--- src/design/ccvd_pkg.sv ---
// Constants shared by the CC and VBUS connection detection logic.
// Assumes one 100 MHz system clock and a 20 kHz keep-alive rate made by division.
package ccvd_pkg;

  // ****************************************
  // Clocking
  // ****************************************
  localparam int CLK_PERIOD_NS = 10;       // System clock period
  localparam int KA_PERIOD_NS  = 50000;    // Keep-alive period (20 kHz)
  localparam int KA_DIV_CYCLES = KA_PERIOD_NS / CLK_PERIOD_NS;

  // ****************************************
  // Widths and threshold positions
  // ****************************************
  localparam int CC_THR_W      = 7;        // Thresholds per CC pin
  localparam int VB_THR_W      = 2;        // VBUS present, VBUS safe-zero
  localparam int CNT_W         = 16;       // Debounce and timeout counters
  localparam int VB_PRESENT_IDX = 0;
  localparam int VB_SAFE0_IDX   = 1;
  localparam int OPEN_DEF_IDX   = 1;       // open_threshold_default
  localparam int OPEN_MID_IDX   = 5;       // open_threshold_mid
  localparam int OPEN_HIGH_IDX  = 6;       // open_threshold_high

  // ****************************************
  // Encodings
  // ****************************************
  localparam logic [1:0] LC_OFF  = 2'h0;   // line_control: no sampling
  localparam logic [1:0] LC_PIN1 = 2'h1;
  localparam logic [1:0] LC_PIN2 = 2'h2;
  localparam logic [1:0] ADV_DEF = 2'h1;   // Advertised level codes
  localparam logic [1:0] ADV_MID = 2'h2;
  localparam logic [1:0] ADV_HIGH = 2'h3;

  // Discharge sequencer states
  typedef enum logic [1:0] {DS_IDLE, DS_CLOSED} ccvd_ds_t;

  // Counter reaches its programmed limit on the next step
  function automatic logic ccvd_reached(input logic [CNT_W-1:0] cnt,
                                        input logic [CNT_W-1:0] lim);
    ccvd_reached = ({1'b0, cnt} + 17'h00001) >= {1'b0, lim};
  endfunction

endpackage

--- src/design/ccvd_dbnc_if.sv ---
// Carrier between the detection core and one threshold debouncer.
// Assumes both ends share the system clock.
`timescale 1ns/100ps
interface ccvd_dbnc_if #(parameter int W = 7);
  logic         enable;      // Debouncer on
  logic         tick;        // Keep-alive sample pulse
  logic [15:0]  limit;       // Debounce length in ticks
  logic [W-1:0] bit_en;      // Thresholds taking part
  logic [W-1:0] raw;         // Comparator outputs
  logic [W-1:0] stable;      // Debounced match
  logic [W-1:0] changed;     // One-cycle change pulses
  logic         first_done;  // First window complete
  logic         active;      // Running flag

  modport ctrl (output enable, tick, limit, bit_en, raw,
                input stable, changed, first_done, active);
  modport core (input enable, tick, limit, bit_en, raw,
                output stable, changed, first_done, active);
endinterface

--- src/design/ccvd_dbnc.sv ---
// Per-threshold debouncer for one group of comparator outputs.
// Assumes tick is a one-cycle pulse at the keep-alive rate.
`timescale 1ns/100ps
module ccvd_dbnc #(
  parameter int W = 7
) (
  input  wire logic  clk_sys,
  input  wire logic  rstn,
  ccvd_dbnc_if.core  dbi
);

  logic [ccvd_pkg::CNT_W-1:0] cnt_q [W];  // Per-threshold run length
  logic [ccvd_pkg::CNT_W-1:0] win_q;      // First window length
  logic [W-1:0]               stable_q;   // Debounced values
  logic [W-1:0]               changed_q;  // Change pulses
  logic                       first_q;    // First window done
  logic                       active_q;   // Running flag

  // ****************************************
  // First window
  // ****************************************
  // Counts one whole interval before the match is declared valid
  always_ff @(posedge clk_sys or negedge rstn) begin
    if (!rstn) begin
      win_q   <= '0;
      first_q <= 1'b0;
    end else if (!dbi.enable) begin
      win_q   <= '0;
      first_q <= 1'b0;
    end else if (dbi.tick && !first_q) begin
      win_q <= win_q + 16'h0001;
      if (ccvd_pkg::ccvd_reached(win_q, dbi.limit)) begin
        first_q <= 1'b1;
      end
    end
  end

  // ****************************************
  // Threshold debounce
  // ****************************************
  // Each threshold keeps its own count so one noisy line never holds another
  always_ff @(posedge clk_sys or negedge rstn) begin
    if (!rstn) begin
      stable_q  <= '0;
      changed_q <= '0;
      for (int i = 0; i < W; i++) begin
        cnt_q[i] <= '0;
      end
    end else begin
      changed_q <= '0;
      for (int i = 0; i < W; i++) begin
        if (!dbi.enable || !dbi.bit_en[i]) begin
          // Disabled thresholds hold their last match
          cnt_q[i] <= '0;
        end else if (dbi.tick && !first_q) begin
          // Initial load, no change reported
          if (ccvd_pkg::ccvd_reached(win_q, dbi.limit)) begin
            stable_q[i] <= dbi.raw[i];
          end
        end else if (dbi.tick && dbi.raw[i] != stable_q[i]) begin
          if (ccvd_pkg::ccvd_reached(cnt_q[i], dbi.limit)) begin
            stable_q[i]  <= dbi.raw[i];
            changed_q[i] <= 1'b1;
            cnt_q[i]     <= '0;
          end else begin
            cnt_q[i] <= cnt_q[i] + 16'h0001;
          end
        end else if (dbi.tick) begin
          // Glitch shorter than the interval is dropped
          cnt_q[i] <= '0;
        end
      end
    end
  end

  // Running flag trails the enable by one cycle
  always_ff @(posedge clk_sys or negedge rstn) begin
    if (!rstn) begin
      active_q <= 1'b0;
    end else begin
      active_q <= dbi.enable;
    end
  end

  assign dbi.stable     = stable_q;
  assign dbi.changed    = changed_q;
  assign dbi.first_done = first_q;
  assign dbi.active     = active_q;
endmodule

--- src/design/ccvd_top.sv ---
// CC and VBUS attach and detach detection with discharge sequencing.
// Assumes comparator outputs and control levels are synchronous to clk_sys.
`timescale 1ns/100ps
module ccvd_top #(
  parameter int KA_DIV = ccvd_pkg::KA_DIV_CYCLES
) (
  input  wire logic        clk_sys,
  input  wire logic        rstn,
  input  wire logic        host_access,                 // Bus access pulse
  input  wire logic        keepalive_only_req,          // clock_source_control
  input  wire logic [1:0]  line_control,
  input  wire logic        cc_debounce_enable,
  input  wire logic [6:0]  pin1_comparator,
  input  wire logic [6:0]  pin2_comparator,
  input  wire logic [6:0]  pin1_debounce_clear_enable,
  input  wire logic [6:0]  pin2_debounce_clear_enable,
  input  wire logic [15:0] match_debounce_time,
  input  wire logic        bus_power_control,           // VBUS comparator on
  input  wire logic        vbus_present_comparator,
  input  wire logic        vbus_safe0_comparator,
  input  wire logic [15:0] bus_power_debounce_time,
  input  wire logic [15:0] discharge_timeout,
  input  wire logic        port_power_controller_en,
  input  wire logic        discharge_request,           // Pulse after detach
  input  wire logic        role_sink,
  input  wire logic [1:0]  advertised_level,
  input  wire logic [2:0]  line_interrupt_enable,       // pin1, pin2, valid
  input  wire logic [1:0]  power_interrupt_enable,      // valid, error
  input  wire logic [2:0]  summary_interrupt_enable,    // cc, vbus, power
  input  wire logic [6:0]  pin1_change_clear,
  input  wire logic [6:0]  pin2_change_clear,
  input  wire logic [1:0]  bus_power_change_clear,
  input  wire logic        discharge_error_clear,
  output logic [6:0]       pin1_threshold_match,
  output logic [6:0]       pin2_threshold_match,
  output logic [6:0]       pin1_change_status,
  output logic [6:0]       pin2_change_status,
  output logic             pin1_match_change_irq,
  output logic             pin2_match_change_irq,
  output logic             config_line_match_valid,
  output logic             config_line_summary_irq,
  output logic [1:0]       bus_power_threshold_match,
  output logic [1:0]       bus_power_change_status,
  output logic             bus_power_match_valid,
  output logic             bus_power_summary_irq,
  output logic             power_summary_irq,
  output logic             cc_debouncer_running_flag,
  output logic             vbus_debouncer_running_flag,
  output logic             source_detach,
  output logic             sink_pulldown_en,
  output logic             source_connected,
  output logic             hs_osc_on,
  output logic             power_switch_closed,
  output logic             discharge_switch_closed,
  output logic             discharge_error,
  output logic             irq_n
);

  logic [12:0]                ka_cnt_q;        // Keep-alive divider
  logic                       ka_tick_q;       // Keep-alive pulse
  logic                       osc_q;           // Fast oscillator running
  logic                       psw_q;           // VBUS power switch
  ccvd_pkg::ccvd_ds_t         ds_q;            // Discharge sequencer
  logic [ccvd_pkg::CNT_W-1:0] ds_cnt_q;        // Discharge time used
  logic                       derr_q;          // Discharge error sticky
  logic [6:0]                 chg1_q;          // Pin 1 change sticky
  logic [6:0]                 chg2_q;          // Pin 2 change sticky
  logic [1:0]                 vchg_q;          // VBUS change sticky
  logic                       irq_n_q;         // Interrupt pin
  logic                       open_hit;        // Monitored pin over vOPEN
  logic [6:0]                 mon_match;       // Match of monitored pin

  ccvd_dbnc_if #(.W(ccvd_pkg::CC_THR_W)) cc1_if ();
  ccvd_dbnc_if #(.W(ccvd_pkg::CC_THR_W)) cc2_if ();
  ccvd_dbnc_if #(.W(ccvd_pkg::VB_THR_W)) vb_if ();

  // ****************************************
  // Keep-alive divider
  // ****************************************
  // Debouncer sampling and the discharge timeout run on this pulse so the fast clock may stop meanwhile
  always_ff @(posedge clk_sys or negedge rstn) begin
    if (!rstn) begin
      ka_cnt_q  <= '0;
      ka_tick_q <= 1'b0;
    end else if (ka_cnt_q == 13'(KA_DIV - 1)) begin
      ka_cnt_q  <= '0;
      ka_tick_q <= 1'b1;
    end else begin
      ka_cnt_q  <= ka_cnt_q + 13'h0001;
      ka_tick_q <= 1'b0;
    end
  end

  // ****************************************
  // Debouncers
  // ****************************************
  // Pin debouncers run only for pins selected by line_control
  assign cc1_if.enable = cc_debounce_enable && line_control[0];
  assign cc2_if.enable = cc_debounce_enable && line_control[1];
  assign cc1_if.tick   = ka_tick_q;
  assign cc2_if.tick   = ka_tick_q;
  assign cc1_if.limit  = match_debounce_time;
  assign cc2_if.limit  = match_debounce_time;
  assign cc1_if.bit_en = pin1_debounce_clear_enable;
  assign cc2_if.bit_en = pin2_debounce_clear_enable;
  assign cc1_if.raw    = pin1_comparator;
  assign cc2_if.raw    = pin2_comparator;
  assign vb_if.enable  = bus_power_control;
  assign vb_if.tick    = ka_tick_q;
  assign vb_if.limit   = bus_power_debounce_time;
  assign vb_if.bit_en  = 2'h3;
  assign vb_if.raw     = {vbus_safe0_comparator, vbus_present_comparator};

  ccvd_dbnc #(.W(ccvd_pkg::CC_THR_W)) u_cc1 (.clk_sys(clk_sys), .rstn(rstn), .dbi(cc1_if));
  ccvd_dbnc #(.W(ccvd_pkg::CC_THR_W)) u_cc2 (.clk_sys(clk_sys), .rstn(rstn), .dbi(cc2_if));
  ccvd_dbnc #(.W(ccvd_pkg::VB_THR_W)) u_vb  (.clk_sys(clk_sys), .rstn(rstn), .dbi(vb_if));

  // ****************************************
  // Sticky change status
  // ****************************************
  // A new change in the clearing cycle survives the clear
  always_ff @(posedge clk_sys or negedge rstn) begin
    if (!rstn) begin
      chg1_q <= '0;
      chg2_q <= '0;
      vchg_q <= '0;
    end else begin
      chg1_q <= (chg1_q & ~pin1_change_clear) | cc1_if.changed;
      chg2_q <= (chg2_q & ~pin2_change_clear) | cc2_if.changed;
      vchg_q <= (vchg_q & ~bus_power_change_clear) | vb_if.changed;
    end
  end

  // ****************************************
  // Source detach and sink attach
  // ****************************************
  // Monitored pin is the single one sampled; both-pin mode is attach only
  always_comb begin
    mon_match = (line_control == ccvd_pkg::LC_PIN2) ? cc2_if.stable : cc1_if.stable;
    unique case (advertised_level)
      ccvd_pkg::ADV_DEF:  open_hit = mon_match[ccvd_pkg::OPEN_DEF_IDX];
      ccvd_pkg::ADV_MID:  open_hit = mon_match[ccvd_pkg::OPEN_MID_IDX];
      ccvd_pkg::ADV_HIGH: open_hit = mon_match[ccvd_pkg::OPEN_HIGH_IDX];
      default:            open_hit = 1'b0;                  // No advertisement
    endcase
  end

  always_ff @(posedge clk_sys or negedge rstn) begin
    if (!rstn) begin
      source_detach    <= 1'b0;
      sink_pulldown_en <= 1'b0;
      source_connected <= 1'b0;
    end else begin
      source_detach    <= !role_sink && open_hit
                          && (line_control == ccvd_pkg::LC_PIN1
                              || line_control == ccvd_pkg::LC_PIN2);
      sink_pulldown_en <= role_sink;
      source_connected <= role_sink && vb_if.stable[ccvd_pkg::VB_PRESENT_IDX];
    end
  end

  // ****************************************
  // Oscillator and power switch
  // ****************************************
  // Wake wins over the stop request; stop waits for a finished discharge
  always_ff @(posedge clk_sys or negedge rstn) begin
    if (!rstn) begin
      osc_q <= 1'b0;
    end else if (host_access) begin
      osc_q <= 1'b1;
    end else if (keepalive_only_req && ds_q == ccvd_pkg::DS_IDLE) begin
      osc_q <= 1'b0;
    end
  end

  always_ff @(posedge clk_sys or negedge rstn) begin
    if (!rstn) begin
      psw_q <= 1'b0;
    end else begin
      psw_q <= port_power_controller_en;
    end
  end

  // ****************************************
  // Discharge sequencer
  // ****************************************
  // Timeout counts keep-alive ticks; switch opens on safe level or error
  always_ff @(posedge clk_sys or negedge rstn) begin
    if (!rstn) begin
      ds_q     <= ccvd_pkg::DS_IDLE;
      ds_cnt_q <= '0;
    end else begin
      unique case (ds_q)
        ccvd_pkg::DS_IDLE: begin
          ds_cnt_q <= '0;
          if (discharge_request && !port_power_controller_en) begin
            ds_q <= ccvd_pkg::DS_CLOSED;
          end
        end
        ccvd_pkg::DS_CLOSED: begin
          if (vbus_safe0_comparator) begin
            ds_q <= ccvd_pkg::DS_IDLE;
          end else if (ka_tick_q) begin
            ds_cnt_q <= ds_cnt_q + 16'h0001;
            if (ccvd_pkg::ccvd_reached(ds_cnt_q, discharge_timeout)) begin
              ds_q <= ccvd_pkg::DS_IDLE;
            end
          end
        end
      endcase
    end
  end

  // Error stays until cleared; a new error beats the clear
  always_ff @(posedge clk_sys or negedge rstn) begin
    if (!rstn) begin
      derr_q <= 1'b0;
    end else if (ds_q == ccvd_pkg::DS_CLOSED && !vbus_safe0_comparator && ka_tick_q
                 && ccvd_pkg::ccvd_reached(ds_cnt_q, discharge_timeout)) begin
      derr_q <= 1'b1;
    end else if (discharge_error_clear) begin
      derr_q <= 1'b0;
    end
  end

  // ****************************************
  // Interrupt combination
  // ****************************************
  assign pin1_match_change_irq   = (|chg1_q) && line_interrupt_enable[0];
  assign pin2_match_change_irq   = (|chg2_q) && line_interrupt_enable[1];
  assign config_line_match_valid = cc1_if.first_done && cc2_if.first_done;
  assign config_line_summary_irq = pin1_match_change_irq || pin2_match_change_irq
                                   || (config_line_match_valid && line_interrupt_enable[2]);
  assign bus_power_match_valid   = vb_if.first_done;
  assign bus_power_summary_irq   = |vchg_q;
  assign power_summary_irq       = (bus_power_match_valid && power_interrupt_enable[0])
                                   || (derr_q && power_interrupt_enable[1]);

  // Pin is low while any enabled summary is pending
  always_ff @(posedge clk_sys or negedge rstn) begin
    if (!rstn) begin
      irq_n_q <= 1'b1;
    end else begin
      irq_n_q <= !((config_line_summary_irq && summary_interrupt_enable[0])
                   || (bus_power_summary_irq && summary_interrupt_enable[1])
                   || (power_summary_irq && summary_interrupt_enable[2]));
    end
  end

  assign pin1_threshold_match        = cc1_if.stable;
  assign pin2_threshold_match        = cc2_if.stable;
  assign pin1_change_status          = chg1_q;
  assign pin2_change_status          = chg2_q;
  assign bus_power_threshold_match   = vb_if.stable;
  assign bus_power_change_status     = vchg_q;
  assign cc_debouncer_running_flag   = cc1_if.active || cc2_if.active;
  assign vbus_debouncer_running_flag = vb_if.active;
  assign hs_osc_on                   = osc_q;
  assign power_switch_closed         = psw_q;
  assign discharge_switch_closed     = (ds_q == ccvd_pkg::DS_CLOSED);
  assign discharge_error             = derr_q;
  assign irq_n                       = irq_n_q;
endmodule

--- config.mk ---
export PLATFORM = sky130hd
export DESIGN_NAME = ccvd_top
export DESIGN_NICKNAME = d
export VERILOG_FILES = /design/src/design/ccvd_pkg.sv /design/src/design/ccvd_dbnc_if.sv /design/src/design/ccvd_dbnc.sv /design/src/design/ccvd_top.sv
export SDC_FILE = /design/constraint.sdc
export NUM_CORES = 1
export LEC_CHECK = 0
export BUFFER_PORTS_ARGS = -buffer_cell sky130_fd_sc_hd__buf_2
export CAP_MARGIN = 15
export CORE_MARGIN = 3
export CORE_UTILIZATION = 55
export CTS_CLUSTER_DIAMETER = 30
export DETAILED_ROUTE_END_ITERATION = 10
export PLACE_DENSITY_LB_ADDON = 0.08
export SYNTH_ARGS = -nofsm -noshare
export SYNTH_HDL_FRONTEND = slang
export SYNTH_SLANG_ARGS = --single-unit
--- constraint.sdc ---
create_clock -name clk_sys -period 5.1 [get_ports clk_sys]
set_input_delay 1.02 -clock clk_sys [delete_from_list [all_inputs] [get_ports clk_sys]]
set_output_delay 1.02 -clock clk_sys [all_outputs]
set_load 0.02 [all_outputs]
### After elaboration in Yosys (flattened, before gate mapping)

Cells that the tools add are included.

* $add $sub $neg: 41
* $lt $le $gt $ge: 20
* equality and inequality tests: 54
* multiplexer cells: 224
* bitwise operators: 23
* reductions and logical operators: 171

Operators by type and width (count)
* 16-bit 2-to-1 mux: 73
* 16-bit by 1-bit adder with 17-bit output, second input constant: 20
* 17-bit by 16-bit >= comparator with 1-bit output: 20
* 16-bit by 1-bit adder with 16-bit output, second input constant: 20
* 1-bit 2-to-1 mux: 142
* 2-bit nonzero test: 34
* 4-bit AND reduction: 16
* 3-bit nonzero test: 14
* 2-bit AND reduction: 20
* 1-bit logical AND: 38
* 2-bit by 1-bit != test with 1-bit output, second input constant: 16
* 16-bit case mux with 2 select lines: 1
* 1-bit zero test: 23
* 2-bit != test, second input constant: 11
* 1-bit logical OR: 21
* 1-bit != test: 16
* 7-bit bitwise AND: 2
* 1-bit inverter: 14
* 7-bit inverter: 2
* 7-bit bitwise OR: 2
* 7-bit OR reduction: 2
* 13-bit by 1-bit adder with 13-bit output, second input constant: 1
* 13-bit == test, second input constant: 1
* 13-bit 2-to-1 mux: 1
* 14 further kinds: 23

* flip-flop bits (word level): 397
* input port bits: 116
* output and inout port bits: 49
* logic and storage cells: 591

### Longest topological paths before layout

* depth in word-level cells: 8
* mapped depth: 17
* depth with buffers taken out: 15

### Hierarchy

From an unflattened synthesis, not the netlist that was laid out.

* cell total of the unflattened synthesis: 3158
* area, all modules: 29156.7 um2

Modules (own cells, without submodules)
* ccvd_dbnc at u_cc1: instances 1, cells each 1205, area each 10996.8 um2
* ccvd_dbnc at u_cc2: instances 1, cells each 1185, area each 10928.0 um2
* ccvd_dbnc at u_vb: instances 1, cells each 457, area each 4190.3 um2
* ccvd_top: instances 1, cells each 311, area each 3041.7 um2

### Worst setup path before layout

OpenSTA, ideal clock, no wires.

* kind: input-to-reg
* from: input match_debounce_time[2]
* to: register u_cc1.cnt_q[39] in the netlist's numbering
* setup time: 0.064 ns
* data arrival time: 3.462 ns
* required time: 5.036 ns
* slack: 1.574 ns
* stages on the path: 10
* path buffers: 1
* cells stage by stage: inv_1 ha_1 a21o_1 a21o_1 a2111oi_2 and3b_1 or4_4 buf_6 nor3b_2 a21o_1

* word-level cells in the longest chain between the ends: 5

Ends and longest elaborated chain
* start, declared: line ccvd_top.sv:17 `input wire logic [15:0] match_debounce_time,`
* 17-bit by 16-bit >= comparator with 1-bit output: line ccvd_pkg.sv:40 `ccvd_reached = ({1'b0, cnt} + 17'h00001) >= {1'b0, lim};`
* 16-bit 2-to-1 mux: line ccvd_dbnc.sv:61 `if (ccvd_pkg::ccvd_reached(cnt_q[i], dbi.limit)) begin`
* 16-bit 2-to-1 mux: line ccvd_dbnc.sv:60 `end else if (dbi.tick && dbi.raw[i] != stable_q[i]) begin`
* 16-bit 2-to-1 mux: line ccvd_dbnc.sv:55 `end else if (dbi.tick && !first_q) begin`
* 16-bit 2-to-1 mux: line ccvd_dbnc.sv:52 `if (!dbi.enable || !dbi.bit_en[i]) begin`
* end signal, assigned by index: line ccvd_dbnc.sv:66 `cnt_q[i] <= cnt_q[i] + 16'h0001;`
* end, declared: line ccvd_dbnc.sv:12 `logic [ccvd_pkg::CNT_W-1:0] cnt_q [W];`

No other way between the ends. The select of a mux whose other input is x is not followed.
A chain may end at the register's enable or synchronous reset.

### Worst setup path after layout

* from: register u_cc2.cnt_q[96] in the netlist's numbering
* to: register u_cc2.cnt_q[109] in the netlist's numbering

* word-level cells in the longest chain between the ends: 6
* elaborated cells on any way between the ends: 7
* those cells by class: add/sub (2); order compare (1); mux (4)

Ends and longest elaborated chain (line)
* start, declared: ccvd_dbnc.sv:12
* start signal, assigned by index: ccvd_dbnc.sv:66
* 16-bit by 1-bit adder with 17-bit output: ccvd_pkg.sv:40
* 17-bit by 16-bit >= comparator with 1-bit output: ccvd_pkg.sv:40
* 16-bit 2-to-1 mux (*): ccvd_dbnc.sv:61
* 16-bit 2-to-1 mux (*): ccvd_dbnc.sv:60
* 16-bit 2-to-1 mux (*): ccvd_dbnc.sv:55
* 16-bit 2-to-1 mux (*): ccvd_dbnc.sv:52

Every way passes the cells marked *; elsewhere a longest branch is shown, timed or not. The select of a mux whose other input is x is not followed.

==> summary.md <==
| Metric | Value |
|---|---|
| Status | `finished clean` |
| GP Congestion | `around 0.89` |
| Met2 Resource Use GR | `0.4662` |
| Worst Skew | `~23 ps` |
| Avg WL per Cell | `19.20 um` |
| Global-route wire length before repair | `between 100,000 and 150,000 um` |
| Post-route ant nets | `0` |
| Port Buffers | `164` |
| RR Startpoint | `u_cc2.cnt_q[96]` |
| Setup crit end kind | `flop` |
| Power Density | `slightly above 300 nW/um^2` |
| Synth Instances | `just over 3k` |
| Layout net count | `approximately 3.8k` |
| Async SR Flop Fraction | `1.000` |
| H-tree depth | `3` |
| RSZ-0062 raised after global routing | `no` |
| Netlist cell types | `81` |
| Number of global-route vias before repair | `about 25k` |
| Clock buffer depth | `3` |
| Post-synthesis simple-gate area fraction | `0.1998` |
| HP Class | `flop to flop` |
| Leading area contributor after synthesis | `dfrtp_1` |
| Clock buffers created by TritonCTS | `just under 100` |
| Relative slew slack | `0.2404` |
| Yosys reg bits | `396` |
| Overall Power | `slightly above 10 mW` |
| DR vias/cell | `approximately 6` |
| Period minus WS final | `roughly 4400 ps` |
| CTS Root Cell | `clkbuf_16` |
| Hold buffer count at CTS | `0` |
| All-Layer GR Usage | `0.2912` |
| Vert. Die Dim | `about 230 um` |
| Synth Area in XOR/XNOR | `0.1020` |
| Worst-Skew Late Latency | `620 ps` |
| Post-synth top flop | `dfrtp_1` |
| R2r setup slk | `approximately 740 ps` |
| Slowest Stage Delay on Critical Path | `710 ps` |
| Setup slack after layout | `~740 ps` |
| GR Layer Usage met3 | `0.06574` |
| Final setup TNS | `0 ps` |
| Largest family of logic cells by synthesized area | `simple AND/OR/NAND/NOR gates` |
| Worst-path clk slew | `~50 ps` |
| Syn Std Cell Area | `about 28,000 sq um` |
| TritonRoute pass-1 iters | `5` |
| Num rows | `around 80` |
| Period utilization | `0.8555` |
| Post-synth EDFFs | `0` |
| Required time of the critical path | `between 5000 and 6000 ps` |
| GR peak layer | `met2` |
| Worst Tran Pin Value | `roughly 1100 ps` |
| Cell breakdown of the critical path | `ha_1 -> and3_1 -> nand3_1 -> nor2_1 -> nand3_1 -> xnor2_1 -> ha_1 -> and4_1 -> o311ai_0 -> a21boi_0 -> o31ai_1 -> nand3b_1 -> or3_1 -> o21ai_0` |
| Part of the power in the clock network | `0.643` |
| Slowest CP cell | `o31ai_1` |
| Commonest non-fill, non-tap cell in the layout | `dfrtp_1` |
| Leak | `about 17 nW` |
| Clock tree from TritonCTS | `yes` |
| Worst Hold Launch | `u_cc1.dbi.changed[3]` |
| Met1 Use GR | `0.3874` |
| Routed wire length | `a little under 80,000 um` |
| Post-CTS Setup Inserts | `0` |
| Slew Limit Fails | `0` |
| CP startpoint | `u_cc2.cnt_q[96]` |
| Sequential power share | `0.311` |
| Post-synthesis mux area share | `0.007928` |
| GRT overflow | `0` |
| Top cells by area, synth | `dfrtp_1 (35%), ha_1 (15%), xnor2_1 (5.4%)` |
| Commonest cells after routing, fill and taps aside | `dfrtp_1 (395), ha_1 (342), nand2_1 (333)` |
| Critical path depth | `14` |
| Dpl ws | `between 800 and 900 ps` |
| Hold Vio Cnt, Final | `0` |
| Final Setup Violations | `0` |
| Post-route DRC | `0` |
| DPL Wire Length | `~56,000 um` |
| CP Launch Type | `flop` |
| Adder-cell share of the synthesized area | `0.1515` |
| DIE WIDTH | `232.6 um` |
| WS Path Type | `flop to flop` |
| Core ar. | `~50,000 sq um` |
| Crit-path max FO | `9` |
| Initial core utilization | `0.5596` |
| Critical Path Sink | `u_cc2.cnt_q[109]` |
| Crit path max-delay family | `simple AND/OR/NAND/NOR gates` |
| Worst r2r dst | `u_cc2.cnt_q[109]` |
| Max Cap Viol | `0` |
| Layout cell share with drive strength beyond 1 | `0.1320` |
| DR iter-0 viols | `between 1.5k and 2k` |
| Initial antenna violation count | `2` |
| Max Freq | `0.2292 GHz` |
| Inserted Diodes | `0` |
| Post-CTS sizing | `0` |
| Yosys top cell area share | `0.3499` |
| Yosys warning total | `0` |
| CTS sink count | `between 300 and 400` |
| FF-to-FF path depth | `14` |
| Worst VDD drop | `0.3241 mV` |
| P_sw | `between 2 and 2.5 mW` |
| Largest net degree at the start of global routing | `108` |
| Compound-gate portion of the synthesized area | `0.1600` |
| Total Die Area | `about 54,000 sq um` |
| Area Growth Syn to Fin | `18.98%` |
| Seq/Total Area, Yosys | `0.3508` |
| Gate power share | `0.046` |
| Worst path bufs/invs | `0` |
| Mean area per synthesized cell | `between 9 and 10 sq um` |
| Via count | `roughly 24k` |
| Top-level I/O count | `165` |
| Internal power | `a little under 8 mW` |
| Switching share of power | `0.2313` |
| Worst path arrival time | `a little under 5000 ps` |
| Syn nets | `approximately 3.5k` |
-- Yosys cell counts (11+ instances only) --
cell type / count
o21ai_0: 140
and2_1: 41
xor2_1: 155
nand2_1: 333
nor2b_1: 25
nand2b_1: 63
a22o_1: 75
nand3_1: 187
and4_1: 19
mux2_2: 17
nor3b_1: 11
nor2_1: 163
ha_1: 342
nand4_1: 69
a21boi_0: 22
a211oi_1: 22
xnor2_1: 174
a31oi_1: 19
nor3_1: 43
a21o_1: 83
a32o_1: 57
dfrtp_1: 395
or3_1: 38
inv_1: 125
a21oi_1: 133
nor4_1: 19
or2_2: 15
and3_1: 75
o21a_1: 13
clkbuf_1: 69
-- per-layer routing --
layer	vias to the layer above	routed length (um)
met5	-	0
met4	0	2701
met3	183	5238
met2	769	35540
met1	11800	34620
li1	11680	-
-- worst min path at each step --
stage                                       endpoint  slack [ps]  cells after the start
after floorplan           bus_power_change_status[0]         400                      1
after global placement         pin1_change_status[3]         410                      1
after detailed placement       pin2_change_status[5]         410                      1
after CTS                      pin1_change_status[3]         420                      1
after global routing           pin1_change_status[3]         430                      1
final                          pin1_change_status[3]         410                      1
-- sequential cells by signal (all words and copies together), names as in the netlist, 13 cells and up --
signal / flops
u_vb.win_q: 16
u_cc1.cnt_q: 112
u_vb.cnt_q: 32
u_cc2.win_q: 16
u_cc2.cnt_q: 112
ds_cnt_q: 16
ka_cnt_q: 13
u_cc1.win_q: 16
-- logic make-up (layout without fill, tap and decap cells) --
| group | count (synthesis) | count (layout) |
|---|---|---|
| compound gates | 654 | 654 |
| xor+xnor | 329 | 329 |
| fa+ha+maj | 342 | 342 |
| buf+inv | 206 | 531 |
| flops | 396 | 396 |
| mux | 19 | 19 |
| simple gates | 1124 | 1124 |
-- layout make-up --
type / instances / area, sq um
Multi-Input combinational cell: 2468 / 17550
Fill cell: 4121 / 16870
Sequential cell: 396 / 9911
Clock buffer: 119 / 2736
Timing Repair Buffer: 221 / 1296
Tap cell: 672 / 840.8
Clock inverter: 63 / 797.0
Inverter: 128 / 480.5
-- power by group through the flow --
stage | combinational (mW) | sequential, mW | clock (mW)
2_1_floorplan | 0.204 | 3.21 | 0
3_3_place_gp | 0.451 | 3.22 | 0
3_5_place_dp | 0.466 | 3.22 | 0
4_1_cts | 0.469 | 3.17 | 6.64
5_1_grt | 0.521 | 3.17 | 6.82
6_report | 0.466 | 3.17 | 6.55
-- stage by stage --
step                      std cells  area, sq um  hold WS (ps)  utilization
after global placement         3884        30070         408.9       0.5957
after detailed placement       3884        30070         412.4       0.5957
after CTS                      4066        33600         415.1       0.6657
after global routing           4067        33610         434.5       0.6658
final                          4067        33610         410.8       0.6658
after floorplan                3070        28250         404.4            -
Note: power is estimated with default switching activity, not from simulation.
